File: src/pkg/spb_regs.svh
// Register offsets, field positions and reset values of the store and prefetch buffers
// Summary of operation
// - Queue holds eight entries of 1-16 bytes
// - Control bit 3 enables the queue
// - Reset leaves queue disabled and empty
// - Post only when enabled and bufferable, or for a copy-back
// - Posted writes ignore external abort
// - Only store-multiple words merge
// - Cache hit stores bypass the queue
// - Bufferable misses post without core stall
// - Full queue stalls the core
// - Unbuffered store waits for empty and completion
// - Disabling keeps queued writes; drain forces out
// - Copy-backs always pass through the queue
// - Four 32-byte entries serve hitting loads
// - Allocate word, half-line or line
// - Align allocation; only fetched words valid
// - Translation miss stalls; fill runs behind
// - Faulting allocation is dropped, abort raised
// - A word lives in one entry only
// - Buffer copy wins over cache copy
// - Allocation invalidates target, ignores cache bits
// - Access to filling entry stalls
// - Aborted fill completes; later loads abort
// - Stores skip buffer; software keeps coherency
`ifndef SPB_REGS_SVH
`define SPB_REGS_SVH
`define SPB_CTRL_OFF 8'h00
`define SPB_STAT_OFF 8'h04
`define SPB_AADR_OFF 8'h08
`define SPB_ACMD_OFF 8'h0C
`define SPB_INVL_OFF 8'h10
`define SPB_DRN_OFF 8'h14
`define SPB_WQ_EN_BIT 3
`define SPB_CTRL_RST 32'h0000_0000
`define SPB_ACMD_ENT_LSB 0
`define SPB_ACMD_SZ_LSB 2
`define SPB_ST_EMPTY_BIT 0
`define SPB_ST_CNT_LSB 1
`define SPB_ST_ABT_LSB 5
`define SPB_ST_BUSY_BIT 9
`define SPB_WQ_DEPTH 8
`endif

File: src/pkg/spb_pkg.sv
// Types shared by the store and prefetch buffer modules
package spb_pkg;
  // Allocation sizes
  typedef enum logic [1:0] {
    SZ_WORD = 2'b00,
    SZ_HALF = 2'b01,
    SZ_LINE = 2'b10
  } spb_size_t;
  // One queued write: 16-byte line, data lanes and byte enables
  typedef struct packed {
    logic [27:0] line;
    logic [127:0] data;
    logic [15:0] be;
  } spb_wq_ent_t;
  // Request towards the memory controller
  typedef struct packed {
    logic we;
    logic [31:0] addr;
    logic [127:0] wdata;
    logic [15:0] be;
  } spb_mem_req_t;
  // Allocation sequencer
  typedef enum logic [1:0] {
    P_IDLE = 2'b00,
    P_XL = 2'b01,
    P_FILL = 2'b10
  } spb_pf_st_t;
  // Memory port sequencer
  typedef enum logic [1:0] {
    M_IDLE = 2'b00,
    M_WR = 2'b01,
    M_RD = 2'b10
  } spb_mem_st_t;
endpackage

File: src/rtl/spb_wq.sv
// Posted write queue storage: in-order ring with tail merge
`timescale 1ns/100ps
`include "spb_regs.svh"
module spb_wq
  import spb_pkg::*;
#(
  parameter int DEPTH = `SPB_WQ_DEPTH,
  parameter int AW = $clog2(DEPTH)
)
(
  input wire logic sys_clk,
  input wire logic rst_n,
  input wire logic push,
  input wire logic merge,
  input wire spb_wq_ent_t in_ent,
  input wire logic pop,
  input wire logic head_busy,
  output logic merge_ok,
  output logic full,
  output logic empty,
  output logic [AW:0] count,
  output spb_wq_ent_t head
);
  // Entry storage; data needs no reset, count says what is live
  spb_wq_ent_t ent_q [DEPTH];
  logic [AW-1:0] rd_q, wr_q, tail;
  logic [AW:0] cnt_q;

  // Byte enables widened to a bit mask over the sixteen byte lanes
  function automatic logic [127:0] lane_mask(logic [15:0] be);
    for (int b = 0; b < 16; b++)
      lane_mask[8*b +: 8] = {8{be[b]}};
  endfunction

  assign tail = wr_q - 1'b1;
  assign count = cnt_q;
  assign empty = (cnt_q == '0);
  assign full = (cnt_q == DEPTH[AW:0]);
  assign head = ent_q[rd_q];
  // Tail may merge unless it is the head, on the bus or about to launch
  assign merge_ok = !empty && (ent_q[tail].line == in_ent.line)
                    && !((cnt_q == 1) && head_busy);

  //////////////////////////////////////////////////////////////////
  // Pointers: strict ring order, head leaves first
  always_ff @(posedge sys_clk)
  begin
    if (!rst_n)
    begin
      rd_q <= '0;
      wr_q <= '0;
      cnt_q <= '0;
    end
    else
    begin
      if (push)
        wr_q <= wr_q + 1'b1;
      if (pop)
        rd_q <= rd_q + 1'b1;
      cnt_q <= cnt_q + (push ? 1'b1 : 1'b0) - (pop ? 1'b1 : 1'b0);
    end
  end

  //////////////////////////////////////////////////////////////////
  // Data: new entry at tail, or OR-in of store-multiple lanes
  always_ff @(posedge sys_clk)
  begin
    if (push)
      ent_q[wr_q] <= in_ent;
    else if (merge)
    begin
      ent_q[tail].data <= (ent_q[tail].data & ~lane_mask(in_ent.be))
                          | (in_ent.data & lane_mask(in_ent.be));
      ent_q[tail].be <= ent_q[tail].be | in_ent.be;
    end
  end

  // Never written beyond capacity
  no_overflow_a: assert property (@(posedge sys_clk) disable iff (!rst_n)
    push |-> !full) else $error("push into full queue");
endmodule // spb_wq

File: src/rtl/spb_top.sv
// Store posting, prefetch buffer, memory port and APB registers
`timescale 1ns/100ps
`include "spb_regs.svh"
module spb_top
  import spb_pkg::*;
#(
  parameter int WQ_DEPTH = `SPB_WQ_DEPTH
)
(
  input wire logic sys_clk,
  input wire logic rst_n,
  input wire logic psel,
  input wire logic penable,
  input wire logic pwrite,
  input wire logic [7:0] paddr,
  input wire logic [31:0] pwdata,
  output logic [31:0] prdata,
  output logic pready,
  output logic pslverr,
  input wire logic st_valid,
  input wire logic [31:0] st_addr,
  input wire logic [127:0] st_data,
  input wire logic [15:0] st_be,
  input wire logic st_hit,
  input wire logic st_buf,
  input wire logic st_multi,
  input wire logic st_copyback,
  output logic st_stall,
  input wire logic ld_valid,
  input wire logic [31:0] ld_addr,
  output logic ld_stall,
  output logic ld_hit,
  output logic [31:0] ld_data,
  output logic ld_abort,
  output logic xl_req,
  output logic [31:0] xl_vaddr,
  input wire logic xl_done,
  input wire logic xl_fault,
  input wire logic [31:0] xl_paddr,
  output logic alloc_stall,
  output logic alloc_abort,
  output spb_mem_req_t mem_req,
  output logic mem_valid,
  input wire logic mem_ack,
  input wire logic [31:0] mem_rdata,
  input wire logic mem_abort
);
  localparam int AW = $clog2(WQ_DEPTH);
  localparam logic [31:0] CTRL_RST = `SPB_CTRL_RST; // Control reset word

  // Word mask covered by an allocation
  function automatic logic [7:0] spb_wmask(spb_size_t sz, logic [2:0] w);
    case (sz)
      SZ_WORD: spb_wmask = 8'h01 << w;
      SZ_HALF: spb_wmask = w[2] ? 8'hF0 : 8'h0F;
      default: spb_wmask = 8'hFF;
    endcase
  endfunction

  //////////////////////////////////////////////////////////////////
  // State
  logic wq_en_q; // Queue enable from control
  logic sync_q; // Unbuffered store pushed, waiting completion
  spb_pf_st_t pf_q; // Allocation sequencer
  spb_mem_st_t mst_q; // Memory port sequencer
  logic [31:0] aadr_q; // Allocation virtual address
  logic [1:0] aent_q; // Target entry
  spb_size_t asz_q; // Allocation size
  logic [26:0] pa_q; // Physical line of the fill
  logic [2:0] fw_q, fl_q; // Current and last fill word
  logic [26:0] tag_q [4]; // Virtual line per entry
  logic [7:0] vld_q [4]; // Valid words per entry
  logic [31:0] dat_q [4][8]; // Buffered words
  logic [3:0] abt_q; // Fill saw an abort
  logic [3:0] fill_q; // Fill in progress
  logic [31:0] prdata_q;

  //////////////////////////////////////////////////////////////////
  // Queue instance and store classification
  spb_wq_ent_t in_ent, head;
  logic wq_full, wq_empty, merge_ok, push, merge, pop, wq_idle;
  logic post, sync, post_take;
  logic [AW:0] wq_cnt;

  assign in_ent = '{line: st_addr[31:4], data: st_data, be: st_be};
  // Hits finish in the cache; the queue never sees them
  assign post = st_valid && !st_hit
                && ((wq_en_q && st_buf) || st_copyback);
  assign sync = st_valid && !st_hit && !post;
  assign merge = post && st_multi && merge_ok;
  assign post_take = post && !merge && !wq_full;
  assign push = post_take || (sync && !sync_q && wq_idle);
  assign pop = (mst_q == M_WR) && mem_ack;
  assign wq_idle = wq_empty && (mst_q != M_WR);

  // Core waits on full queue or on an unbuffered write in flight
  always_comb
  begin
    st_stall = 1'b0;
    if (post && !merge && wq_full)
      st_stall = 1'b1;
    else if (sync && !(sync_q && wq_idle))
      st_stall = 1'b1;
  end

  spb_wq #(.DEPTH(WQ_DEPTH)) u_wq (
    .sys_clk(sys_clk),
    .rst_n(rst_n),
    .push(push),
    .merge(merge),
    .in_ent(in_ent),
    .pop(pop),
    .head_busy(mst_q != M_RD),
    .merge_ok(merge_ok),
    .full(wq_full),
    .empty(wq_empty),
    .count(wq_cnt),
    .head(head)
  );

  // Unbuffered store: push once queue is idle, release once idle again
  always_ff @(posedge sys_clk)
  begin
    if (!rst_n)
      sync_q <= 1'b0;
    else if (sync && !sync_q && wq_idle)
      sync_q <= 1'b1;
    else if (sync_q && wq_idle)
      sync_q <= 1'b0;
  end

  //////////////////////////////////////////////////////////////////
  // APB decode
  logic acc, wr_acc, is_acmd, is_drn, mapped;
  assign acc = psel && penable;
  assign wr_acc = acc && pwrite;
  assign is_acmd = (paddr == `SPB_ACMD_OFF);
  assign is_drn = (paddr == `SPB_DRN_OFF);
  assign mapped = (paddr == `SPB_CTRL_OFF) || (paddr == `SPB_STAT_OFF)
                  || (paddr == `SPB_AADR_OFF) || is_acmd
                  || (paddr == `SPB_INVL_OFF) || is_drn;

  // Allocation write holds until translation ends; drain until idle
  always_comb
  begin
    pready = 1'b1;
    if (pwrite && is_acmd)
      pready = (pf_q == P_XL) && xl_done;
    else if (pwrite && is_drn)
      pready = wq_idle;
  end
  assign pslverr = acc && !mapped;
  assign prdata = prdata_q;

  // Read data sampled in the setup cycle
  always_ff @(posedge sys_clk)
  begin
    if (!rst_n)
      prdata_q <= '0;
    else if (psel && !penable && !pwrite)
    begin
      prdata_q <= '0;
      case (paddr)
        `SPB_CTRL_OFF: prdata_q[`SPB_WQ_EN_BIT] <= wq_en_q;
        `SPB_STAT_OFF:
        begin
          prdata_q[`SPB_ST_EMPTY_BIT] <= wq_empty;
          prdata_q[`SPB_ST_CNT_LSB +: 4] <= 4'(wq_cnt);
          prdata_q[`SPB_ST_ABT_LSB +: 4] <= abt_q;
          prdata_q[`SPB_ST_BUSY_BIT] <= (pf_q != P_IDLE);
        end
        `SPB_AADR_OFF: prdata_q <= aadr_q;
        default: prdata_q <= '0;
      endcase
    end
  end

  // Control register; disabling leaves queued writes to finish
  always_ff @(posedge sys_clk)
  begin
    if (!rst_n)
      wq_en_q <= CTRL_RST[`SPB_WQ_EN_BIT];
    else if (wr_acc && paddr == `SPB_CTRL_OFF)
      wq_en_q <= pwdata[`SPB_WQ_EN_BIT];
  end

  //////////////////////////////////////////////////////////////////
  // Allocation sequencer: translate, then fill in the background
  logic start;
  logic [7:0] nmask;
  assign start = wr_acc && is_acmd && (pf_q == P_IDLE);
  assign nmask = spb_wmask(asz_q, aadr_q[4:2]);
  assign xl_req = (pf_q == P_XL);
  assign xl_vaddr = aadr_q;
  assign alloc_stall = (pf_q == P_XL);

  always_ff @(posedge sys_clk)
  begin
    if (!rst_n)
    begin
      pf_q <= P_IDLE;
      aadr_q <= '0;
      aent_q <= '0;
      asz_q <= SZ_WORD;
      pa_q <= '0;
      fw_q <= '0;
      fl_q <= '0;
      alloc_abort <= 1'b0;
    end
    else
    begin
      alloc_abort <= 1'b0;
      if (wr_acc && paddr == `SPB_AADR_OFF && pf_q == P_IDLE)
        aadr_q <= pwdata;
      case (pf_q)
        P_IDLE:
          if (start)
          begin
            aent_q <= pwdata[`SPB_ACMD_ENT_LSB +: 2];
            asz_q <= spb_size_t'(pwdata[`SPB_ACMD_SZ_LSB +: 2]);
            pf_q <= P_XL;
          end
        P_XL:
          if (xl_done && xl_fault)
          begin
            alloc_abort <= 1'b1;
            pf_q <= P_IDLE;
          end
          else if (xl_done)
          begin
            pa_q <= xl_paddr[31:5];
            case (asz_q)
              SZ_WORD:
              begin
                fw_q <= aadr_q[4:2];
                fl_q <= aadr_q[4:2];
              end
              SZ_HALF:
              begin
                fw_q <= {aadr_q[4], 2'b00};
                fl_q <= {aadr_q[4], 2'b11};
              end
              default:
              begin
                fw_q <= 3'b000;
                fl_q <= 3'b111;
              end
            endcase
            pf_q <= P_FILL;
          end
        P_FILL:
          if (mst_q == M_RD && mem_ack)
          begin
            fw_q <= fw_q + 1'b1;
            if (fw_q == fl_q)
              pf_q <= P_IDLE;
          end
        default: pf_q <= P_IDLE;
      endcase
    end
  end

  //////////////////////////////////////////////////////////////////
  // Entry state: invalidate, claim, fill words
  always_ff @(posedge sys_clk)
  begin
    if (!rst_n)
    begin
      for (int e = 0; e < 4; e++)
      begin
        vld_q[e] <= '0;
        tag_q[e] <= '0;
      end
      abt_q <= '0;
      fill_q <= '0;
    end
    else
    begin
      // Software invalidate first, so a claim or fill word below wins
      if (wr_acc && paddr == `SPB_INVL_OFF)
        for (int e = 0; e < 4; e++)
          if (pwdata[e] && !fill_q[e])
            vld_q[e] <= '0;
      if (pf_q == P_XL && xl_done && !xl_fault)
      begin
        for (int e = 0; e < 4; e++)
          if (tag_q[e] == aadr_q[31:5] && (vld_q[e] & nmask) != '0)
            vld_q[e] <= '0;
        vld_q[aent_q] <= '0;
        tag_q[aent_q] <= aadr_q[31:5];
        abt_q[aent_q] <= 1'b0;
        fill_q[aent_q] <= 1'b1;
      end
      else if (mst_q == M_RD && mem_ack)
      begin
        dat_q[aent_q][fw_q] <= mem_rdata;
        vld_q[aent_q][fw_q] <= 1'b1;
        if (mem_abort)
          abt_q[aent_q] <= 1'b1;
        if (fw_q == fl_q)
          fill_q[aent_q] <= 1'b0;
      end
    end
  end

  //////////////////////////////////////////////////////////////////
  // Memory port: queued writes first, then fill words
  always_ff @(posedge sys_clk)
  begin
    if (!rst_n)
    begin
      mst_q <= M_IDLE;
      mem_valid <= 1'b0;
      mem_req <= '0;
    end
    else
      case (mst_q)
        M_IDLE:
          if (!wq_empty)
          begin
            mem_req <= '{we: 1'b1, addr: {head.line, 4'h0},
                         wdata: head.data, be: head.be};
            mem_valid <= 1'b1;
            mst_q <= M_WR;
          end
          else if (pf_q == P_FILL)
          begin
            mem_req <= '{we: 1'b0, addr: {pa_q, fw_q, 2'b00},
                         wdata: '0, be: 16'h000F};
            mem_valid <= 1'b1;
            mst_q <= M_RD;
          end
        M_WR:
          // An abort beside the ack does not cancel the write
          if (mem_ack)
          begin
            mem_valid <= 1'b0;
            mst_q <= M_IDLE;
          end
        M_RD:
          if (mem_ack)
          begin
            mem_valid <= 1'b0;
            mst_q <= M_IDLE;
          end
        default: mst_q <= M_IDLE;
      endcase
  end

  //////////////////////////////////////////////////////////////////
  // Load lookup; the buffer copy takes priority over the caches
  logic [3:0] hit_e, busy_e;
  logic [1:0] hsel;
  always_comb
  begin
    hsel = '0;
    for (int e = 0; e < 4; e++)
    begin
      busy_e[e] = fill_q[e] && (tag_q[e] == ld_addr[31:5]);
      hit_e[e] = !fill_q[e] && (tag_q[e] == ld_addr[31:5])
                 && vld_q[e][ld_addr[4:2]];
      if (hit_e[e])
        hsel = 2'(e);
    end
  end
  assign ld_stall = ld_valid && (busy_e != '0);

  // Answer one cycle after the request, a word per clock
  always_ff @(posedge sys_clk)
  begin
    if (!rst_n)
    begin
      ld_hit <= 1'b0;
      ld_abort <= 1'b0;
      ld_data <= '0;
    end
    else
    begin
      ld_hit <= ld_valid && !ld_stall && (hit_e != '0);
      ld_abort <= ld_valid && !ld_stall && hit_e[hsel] && abt_q[hsel];
      ld_data <= dat_q[hsel][ld_addr[4:2]];
    end
  end

  //////////////////////////////////////////////////////////////////
  // Checks
  stall_full_a: assert property (@(posedge sys_clk) disable iff (!rst_n)
    (post && !merge && wq_full) |-> st_stall && !push)
    else $error("full queue did not stall");
  post_go_a: assert property (@(posedge sys_clk) disable iff (!rst_n)
    (post && !wq_full) |-> !st_stall ##1 !wq_empty)
    else $error("bufferable miss not posted");
  hit_bypass_a: assert property (@(posedge sys_clk) disable iff (!rst_n)
    (st_valid && st_hit) |-> !push && !merge && !st_stall)
    else $error("cache hit touched queue");
  sync_wait_a: assert property (@(posedge sys_clk) disable iff (!rst_n)
    (sync && !wq_idle) |-> st_stall)
    else $error("unbuffered store passed early");
  reset_off_a: assert property (@(posedge sys_clk)
    !$past(rst_n) |-> !wq_en_q && wq_empty)
    else $error("queue not off after reset");
  fault_nop_a: assert property (@(posedge sys_clk) disable iff (!rst_n)
    (pf_q == P_XL && xl_done && xl_fault) |=> pf_q == P_IDLE && alloc_abort
    && $stable(fill_q)) else $error("faulting allocation not dropped");
  wr_abort_a: assert property (@(posedge sys_clk) disable iff (!rst_n)
    (mst_q == M_WR && mem_ack && mem_abort) |=> mst_q == M_IDLE
    && wq_cnt == $past(wq_cnt) - 1'b1 + (AW + 1)'($past(push)))
    else $error("posted write aborted");
  fill_stall_a: assert property (@(posedge sys_clk) disable iff (!rst_n)
    (ld_valid && busy_e != '0) |-> ld_stall ##1 !ld_hit)
    else $error("load to filling entry served");
endmodule // spb_top

File: config.mk
export PLATFORM = sky130hd
export DESIGN_NAME = spb_top
export DESIGN_NICKNAME = d
export VERILOG_FILES = /design/src/pkg/spb_pkg.sv /design/src/rtl/spb_wq.sv /design/src/rtl/spb_top.sv
export VERILOG_INCLUDE_DIRS = /design/src /design/src/pkg
export SDC_FILE = /design/constraint.sdc
export NUM_CORES = 2
export LEC_CHECK = 0
export BUFFER_PORTS_ARGS = -buffer_cell sky130_fd_sc_hd__buf_2
export CORE_ASPECT_RATIO = 1.2
export CORE_MARGIN = 3
export CORE_UTILIZATION = 31
export DETAILED_ROUTE_END_ITERATION = 12
export SYNTH_ARGS = -nofsm -noshare
export SYNTH_HDL_FRONTEND = slang
export SYNTH_HIERARCHICAL = 1
export SYNTH_SLANG_ARGS = --single-unit
File: constraint.sdc
create_clock -name sys_clk -period 28.8 [get_ports sys_clk]
set_input_delay 2.88 -clock sys_clk [delete_from_list [all_inputs] [get_ports sys_clk]]
set_output_delay 2.88 -clock sys_clk [all_outputs]
set_load 0.02 [all_outputs]
* After elaboration in Yosys (flattened, before gate mapping)
Memories as Yosys holds them, arrays and structs flattened. A register that Yosys moved wholly into a read port is not among the register bits.
Cells that the tools add are included.
Widths: inputs -> output; s select.
** Operators by class
- Shifts and indexed selects :: 1
- Bitwise gates (word level) :: 33
- Equality and inequality tests :: 33
- $add $sub $neg :: 6
- Reductions and logical operators :: 118
- $lt $le $gt $ge :: 9
- Multiplexer cells :: 137
** Operators by type and width (count)
- $mux 177 :: 2
- $and 128x128->128 :: 2
- $mux 256 :: 1
- $eq 27x27->1 :: 8
- $mux 172 :: 1
- $reduce_or 172->1 :: 1
- $not 128->128 :: 1
- $or 128x128->128 :: 1
- $bmux 32 s3 :: 1
- $demux 32 s3 :: 1
- $mux 32 :: 3
- $mux 8 :: 10
- $mux 1 :: 74
- $logic_and 1x1->1 :: 63
- $and 8x8->8 :: 4
- $reduce_bool 8->1 :: 4
- $eq 28x28->1 :: 1
- $mux 27 :: 1
- $reduce_or 27->1 :: 1
- $mux 2 :: 12
- $mux 4 :: 6
- $pmux 3 s2 :: 4
- $mux 22 :: 1
- $mux 3 :: 6
- 51 further kinds :: 128
** Storage, ports and cells
- Bits in registers :: 338
- Bits of input ports :: 327
- Word-level logic and storage cells :: 366
- RAM bits :: 2540
- Memories kept :: 4
- Output and inout port bits :: 283
** Memory list
- u_wq.ent_q :: words 8, width 172, rd ports 2, clocked after Yosys merged registers in 1, write ports 1, line spb_wq.sv:25 : spb_wq_ent_t ent_q [DEPTH];
- dat_q :: words 4, width 256, rd ports 1, clocked after Yosys merged registers in 0, write ports 1, line spb_top.sv:73 : logic [31:0] dat_q [4][8];
- tag_q :: words 4, width 27, rd ports 4, clocked after Yosys merged registers in 0, write ports 4, line spb_top.sv:71 : logic [26:0] tag_q [4];
- vld_q :: words 4, width 8, rd ports 4, clocked after Yosys merged registers in 0, write ports 5, line spb_top.sv:72 : logic [7:0] vld_q [4];

* Depth between registers and ports, before layout
An unclocked memory read counts as a cell.
- Depth after elaboration :: 14
- Depth in mapped cells :: 25
- Mapped depth without buffers :: 17

* By module
Netlist, hierarchy kept.
** Modules (own cells, without submodules)
- spb_wq :: cells an instance 3301, area an instance 64356.7 µm², times used 1, sequential area each 41579.9 µm²
- spb_top :: cells an instance 4872, area an instance 59174.3 µm², times used 1, sequential area each 41479.8 µm²

* Least setup slack after synthesis
Ideal clock, no wire load.
- Path type :: input to register
- Start point :: in st_addr[13]
- End point :: mem u_wq/ent_q[4][0] (netlist name), enable pin
- Path buffers :: 1
- Library setup time :: 0.650 ns
- Required time :: 28.150 ns
- Stages on the path :: 15
- Slack :: 17.030 ns
- Arrival :: 11.120 ns
- Cells stage by stage :: and2_1 a221oi_1 o21ai_0 o31ai_1 nand3_1 nor4_2 nand2_1 nor3b_1 a21oi_1 nor2_1 nand2b_1 clkbuf_1 nor3_1 a31oi_1 nor2_1
** Between the ends
- Longest elaborated chain between the ends :: 12
- Elaborated cells on any way between the ends :: 16
- Classes of those cells :: eq/ne (1); mux (7); reduce/logical (8)
** Ends and longest elaborated chain
- from (decl) :: line spb_top.sv:21 : input wire logic [31:0] st_addr,
- $eq 28x28->1 (*) :: line spb_wq.sv:41 : assign merge_ok = !empty && (ent_q[tail].line == in_ent.line)
- $logic_and 1x1->1 (*) :: line spb_wq.sv:41
- $logic_and 1x1->1 (*) :: line spb_wq.sv:42 : && !((cnt_q == 1) && head_busy);
- net merge_ok :: line spb_top.sv:81 : logic wq_full, wq_empty, merge_ok, push, merge, pop, wq_idle;
- $logic_and 1x1->1 (*) :: line spb_top.sv:90 : assign merge = post && st_multi && merge_ok;
- $logic_not 1->1 (*) :: line spb_top.sv:91 : assign post_take = post && !merge && !wq_full;
- $logic_and 1x1->1 (*) (2 in series) :: line spb_top.sv:91
- $logic_or 1x1->1 (*) :: line spb_top.sv:92 : assign push = post_take || (sync && !sync_q && wq_idle);
- net push :: line spb_top.sv:81
- $mux 1 :: line spb_wq.sv:68 : if (push)
- $mux 1 (not written as such) :: line spb_wq.sv:72, spb_wq.sv:74
- $reduce_or 172->1 (no line)
- $mux 3 (no line) / $mux 2 (equally long branches)
- to (decl) :: line spb_wq.sv:25
Mark *: on every way through the listed nets, which the timed path passes. The rest lies on a longest branch.

* Final worst setup path
- Start point :: reg u_wq.wr_q[0]
- End point :: mem u_wq/ent_q[3][28] (netlist name), enable pin
** Between the ends
- Longest elaborated chain between the ends :: 14
- Elaborated cells on any way between the ends :: 18
- Classes of those cells :: add/sub (1); eq/ne (1); mux (7); reduce/logical (8); memory (1)
** Ends and longest elaborated chain
- from (decl) :: line spb_wq.sv:26 : logic [AW-1:0] rd_q, wr_q, tail;
- from (signal assigned) :: line spb_wq.sv:57 : wr_q <= wr_q + 1'b1;
- $sub 3x1->3 (*) :: line spb_wq.sv:35 : assign tail = wr_q - 1'b1;
- net u_wq.tail[0] :: line spb_wq.sv:26
- $mem_v2 8x172 (*)
- $eq 28x28->1 (*) :: line spb_wq.sv:41
- $logic_and 1x1->1 (*) :: line spb_wq.sv:41
- $logic_and 1x1->1 (*) :: line spb_wq.sv:42
- net merge_ok :: line spb_top.sv:81
- $logic_and 1x1->1 (*) :: line spb_top.sv:90
- $logic_not 1->1 (*) :: line spb_top.sv:91
- $logic_and 1x1->1 (*) (2 in series) :: line spb_top.sv:91
- $logic_or 1x1->1 (*) :: line spb_top.sv:92
- net push :: line spb_top.sv:81
- $mux 1 :: line spb_wq.sv:68
- $mux 1 (not written as such) :: line spb_wq.sv:72, spb_wq.sv:74
- $reduce_or 172->1 (no line)
- $mux 3 (no line) / $mux 2 (equally long branches)
Marked as above.

==> summary.txt <==
Synth
  • Top FF cell, synth: sky130_fd_sc_hd__edfxtp_1
  • Fraction of synthesis flops using an asynchronous set or reset pin: 0
  • Share of synthesized area occupied by flip-flops and latches: 0.6724
  • Synthesized instance count: about 8200
  • Count of unique library cells instantiated by Yosys: between 70 and 80
  • Count of flip-flops with a built-in enable after synthesis: approximately 2500
  • Ys Warns: 6
  • Yosys reg bits: around 2900
  • Synthesized area per cell: 15.11 um2
  • Combined area of all synthesized cells: ~0.12 mm2

Floorplanning
  • Die Outline Area: ~0.4 mm2
  • Floorplan core area: between 0.3 and 0.4 mm2
  • IO Count: around 600
  • Die Wd: between 500 and 600 um
  • Effective utilization at floorplan: 0.3117
  • Placement Rows: roughly 250
  • Vert. Die Dim: approximately 700 um

Timing
  • Shortest clock period the worst path allows after layout: 9525 ps
  • Unrepaired setup endpoints after global routing: false
  • Final Max Tran Viols: 0
  • Setup Total Neg Slack: 0 ps
  • Slew at the pin with the worst max-slew slack: 1167 ps
  • Minimum setup slack in the final design: 19270 ps
  • Finish-stage setup viols: 0
  • Fraction of the cycle the final worst path needs: 0.3307
  • Relative slew slack: 0.2218
  • Clock Skew: approximately 98 ps
  • Final hold violation count: 0
  • Achievable clock frequency: ~0.10 GHz

Clock network
  • CTS Root Buffer Type: sky130_fd_sc_hd__clkbuf_16
  • Number of buffers created by CTS: around 310
  • H-tree levels: 5
  • Maximum clock path buffer count: 4
  • # clock sinks: roughly 2900
  • TritonCTS clock tree: built
  • Post-CTS Hold Fix Bufs: 0
  • Setup repair bufs after CTS: 0
  • Clock edge transition at the registers on the reported setup and hold paths: around 60 ps
  • Count of cells resized by post-cts repair: 0
  • Source-to-sink clock delay at the later pin of the worst-skew pair: between 900 and 1000 ps

Drt
  • Antenna Violating Nets Remaining: 0
  • Wire length reported by the detailed router: 382200 um
  • DRC violation total after the first TritonRoute iteration: between 7000 and 8000
  • Via count: approximately 77000
  • Via/cell ratio: 5.433
  • Wire length per cell after detailed routing: 26.93 um
  • Number of remaining DRC errors: 0
  • Router iterations before antenna repair: 8

Worst hold path
  • Worst hold path type: reg2reg

Global routing
  • Leftover overflow at the end of global routing: 0
  • Met3 Use GR: 0.04667
  • First-pass GRT wire length: about 550000 um
  • Number of antenna violations at the first check in global routing: 80
  • GR met2 Demand/Resource: 0.3068
  • Busiest layer in global routing: met2
  • Total global-route track usage: 0.1815
  • Largest net degree at the start of global routing: 143
  • Vias in the first global route: 77990
  • Global routing usage on met1: 0.2268

Layout
  • Synth-to-layout area growth: 15.58%
  • Layout cells sized above 1: 0.2464
  • Core occupancy in the finished layout: 0.3602
  • Nets: 9018
  • Final design area excluding fillers: 0.1428 mm2

Worst setup path
  • Crit path max fanout: between 50 and 60
  • Crit end category: flop
  • Type of the worst setup path: reg2reg
  • Nature of the critical path startpoint: flop
  • Endpoint required time on the critical path: approximately 29000 ps
  • Data arrival, critical path: about 10000 ps

Place
  • Dpl ws: 19050 ps
  • Placement-stage cell area: 0.1325 mm2
  • Final estimated routing congestion in global placement: 0.8870
  • Buffers on Ports: 596
  • Dpl hpwl: between 200000 and 250000 um

Power and ir drop
  • Leak pwr: around 46 nW
  • Areal power density over the cells: ~73 mW/mm2
  • Max rail drop VDD: ~84 uV

Job
  • Maximum Capacitance Violations: 0

Status
  • Status: completed
==> layout make-up <==
| class | instances | area, um2 |
|---|---|---|
| Antenna cell | 39 | 97.59 |
| Clock buffer | 431 | 8690 |
| Clock inverter | 132 | 1464 |
| Fill cell | 37380 | 253600 |
| Inverter | 66 | 255.2 |
| Multi-Input combinational cell | 4640 | 38180 |
| Sequential cell | 2879 | 83070 |
| Tap cell | 5227 | 6540 |
| Timing Repair Buffer | 781 | 4474 |
==> logic make-up (layout without fill, tap and decap cells) <==
logic type,Yosys count,in the layout,share of synthesized area
AO/OA/AOI/OAI,1142,1142,0.06232
XOR/XNOR,248,248,0.01758
adder cells (fa/ha/maj),15,15,0.001580
buffers and inverters,655,1410,0.02257
flip-flops,2879,2879,0.6724
multiplexers,943,943,0.1487
other,1,41,0.00003036
AND/OR/NAND/NOR,2290,2290,0.07485
==> worst max-delay path, stage by stage (launching register included) <==
cell and delay [ps]:
sky130_fd_sc_hd__dfxtp_4 530, sky130_fd_sc_hd__inv_2 190, sky130_fd_sc_hd__ha_4 890, sky130_fd_sc_hd__buf_4 670, sky130_fd_sc_hd__mux4_2 450, sky130_fd_sc_hd__a221oi_1 290
sky130_fd_sc_hd__o21ai_0 160, sky130_fd_sc_hd__o31ai_1 310, sky130_fd_sc_hd__nand3_1 160, sky130_fd_sc_hd__nor4_2 500, sky130_fd_sc_hd__nand2_1 160, sky130_fd_sc_hd__nor3b_1 170
sky130_fd_sc_hd__a21oi_1 140, sky130_fd_sc_hd__nor2_1 50, sky130_fd_sc_hd__buf_4 200, sky130_fd_sc_hd__nor2b_1 150, sky130_fd_sc_hd__buf_4 290, sky130_fd_sc_hd__a21boi_0 160
sky130_fd_sc_hd__buf_4 200, sky130_fd_sc_hd__nor2_4 690, sky130_fd_sc_hd__buf_4 850, sky130_fd_sc_hd__buf_4 860, sky130_fd_sc_hd__buf_4 770
==> report_power, final <==
part | internal, W | switching [W]
combinational | 0.000608 | 0.00103
clock | 0.00232 | 0.00166
sequential | 0.00469 | 0.0000967
==> placed cells by master (no fill, tap or decap), types with 39 or more instances in the layout <==
cell,netlist,final
sky130_fd_sc_hd__nor2_4,0,41
sky130_fd_sc_hd__dfxtp_1,339,335
sky130_fd_sc_hd__nor2_1,743,685
sky130_fd_sc_hd__clkinv_2,0,44
sky130_fd_sc_hd__xnor2_1,142,141
sky130_fd_sc_hd__mux2_2,178,178
sky130_fd_sc_hd__clkbuf_1,364,80
sky130_fd_sc_hd__edfxtp_1,2540,2540
sky130_fd_sc_hd__o22ai_1,69,69
sky130_fd_sc_hd__a311oi_1,156,156
sky130_fd_sc_hd__a21oi_1,211,211
sky130_fd_sc_hd__a22oi_1,181,181
sky130_fd_sc_hd__nand3_1,45,42
sky130_fd_sc_hd__xor2_1,106,105
sky130_fd_sc_hd__buf_4,21,178
sky130_fd_sc_hd__nand2_1,1247,1245
sky130_fd_sc_hd__inv_1,62,62
sky130_fd_sc_hd__nand4_1,74,74
sky130_fd_sc_hd__mux2i_1,71,71
sky130_fd_sc_hd__mux4_2,688,688
sky130_fd_sc_hd__clkbuf_16,0,316
sky130_fd_sc_hd__nor3_1,61,60
sky130_fd_sc_hd__a31oi_1,273,273
sky130_fd_sc_hd__diode_2,0,39
sky130_fd_sc_hd__buf_2,137,595
sky130_fd_sc_hd__o21ai_0,77,77
==> registers in the layout (all words and copies together), names as in the netlist, 2 cells and up, named ones only <==
| name | cells |
|---|---|
| mst_q | 2 |
| pa_q | 27 |
| asz_q | 2 |
| fw_q | 3 |
| ld_data | 32 |
| u_wq/ent_q | 1376 |
| u_wq/rd_q | 3 |
| u_wq/wr_q | 3 |
| mem_req | 175 |
| tag_q | 108 |
| u_wq/count | 4 |
| dat_q | 1024 |
| aent_q | 2 |
| fl_q | 3 |
| prdata | 32 |
| vld_q | 32 |
| xl_vaddr | 32 |
| pf_q | 2 |
==> Yosys cell counts (8+ instances only) <==
cell type                     n  area (um2)
sky130_fd_sc_hd__buf_4       21       157.7
sky130_fd_sc_hd__nand2_1   1247        4681
sky130_fd_sc_hd__dfxtp_1    339        6787
sky130_fd_sc_hd__nand3_1     45       225.2
sky130_fd_sc_hd__a311oi_1   156        1366
sky130_fd_sc_hd__buf_6        8       90.09
sky130_fd_sc_hd__ha_1        14       175.2
sky130_fd_sc_hd__mux2i_1     71       710.7
sky130_fd_sc_hd__nor3_1      61       305.3
sky130_fd_sc_hd__a211oi_1    32       240.2
sky130_fd_sc_hd__o21ai_0     77       385.4
sky130_fd_sc_hd__nand2b_1    17       106.4
sky130_fd_sc_hd__a21oi_1    211        1056
sky130_fd_sc_hd__a22oi_1    181        1359
sky130_fd_sc_hd__o21ai_1     14       70.07
sky130_fd_sc_hd__xor2_1     106       928.4
sky130_fd_sc_hd__nand4_1     74       462.9
sky130_fd_sc_hd__nor2_1     743        2789
sky130_fd_sc_hd__mux2_2     178        2004
sky130_fd_sc_hd__o21bai_1    33       247.7
sky130_fd_sc_hd__edfxtp_1  2540       76270
sky130_fd_sc_hd__a21o_1      25       187.7
sky130_fd_sc_hd__buf_2      137       685.7
sky130_fd_sc_hd__nor4_1      31       193.9
sky130_fd_sc_hd__and2_1      33       206.5
sky130_fd_sc_hd__inv_1       62       232.7
sky130_fd_sc_hd__a221oi_1    16       140.1
sky130_fd_sc_hd__clkbuf_1   364        1366
sky130_fd_sc_hd__nor2b_1     11       68.82
sky130_fd_sc_hd__a31oi_1    273        1708
sky130_fd_sc_hd__mux4_2     688       15490
sky130_fd_sc_hd__xnor2_1    142        1244
sky130_fd_sc_hd__buf_1       56       210.2
sky130_fd_sc_hd__o22ai_1     69       431.7
==> worst paths after layout <==
kind,start,to,slack [ps],depth (start not counted)
hold reg to reg,mem_req[147],mem_req[147],460,2
hold / removal,mem_req[147],mem_req[147],460,2
setup reg to reg,u_wq/wr_q[0],u_wq/ent_q[3][28],19270,22
setup / recovery,u_wq/wr_q[0],u_wq/ent_q[3][28],19270,22
==> stage by stage <==
stage | hold slack [ps] | total power [W] | std cells
2_1_floorplan | 436.0 | 0.005915 | 8174
3_3_place_gp | 434.9 | 0.006502 | 13590
3_5_place_dp | 445.8 | 0.006525 | 13590
4_1_cts | 455.5 | 0.01053 | 14160
5_1_grt | 466.2 | 0.01081 | 14160
6_report | 455.4 | 0.01041 | 14200
==> metal layers <==
layer / vias to the layer above / share of wire
met5: - / 0.00078
met4: 46 / 0.033
met3: 627 / 0.093
met2: 3511 / 0.49
met1: 40160 / 0.38
li1: 32770 / -
Note: power is estimated with default switching activity, not from simulation.
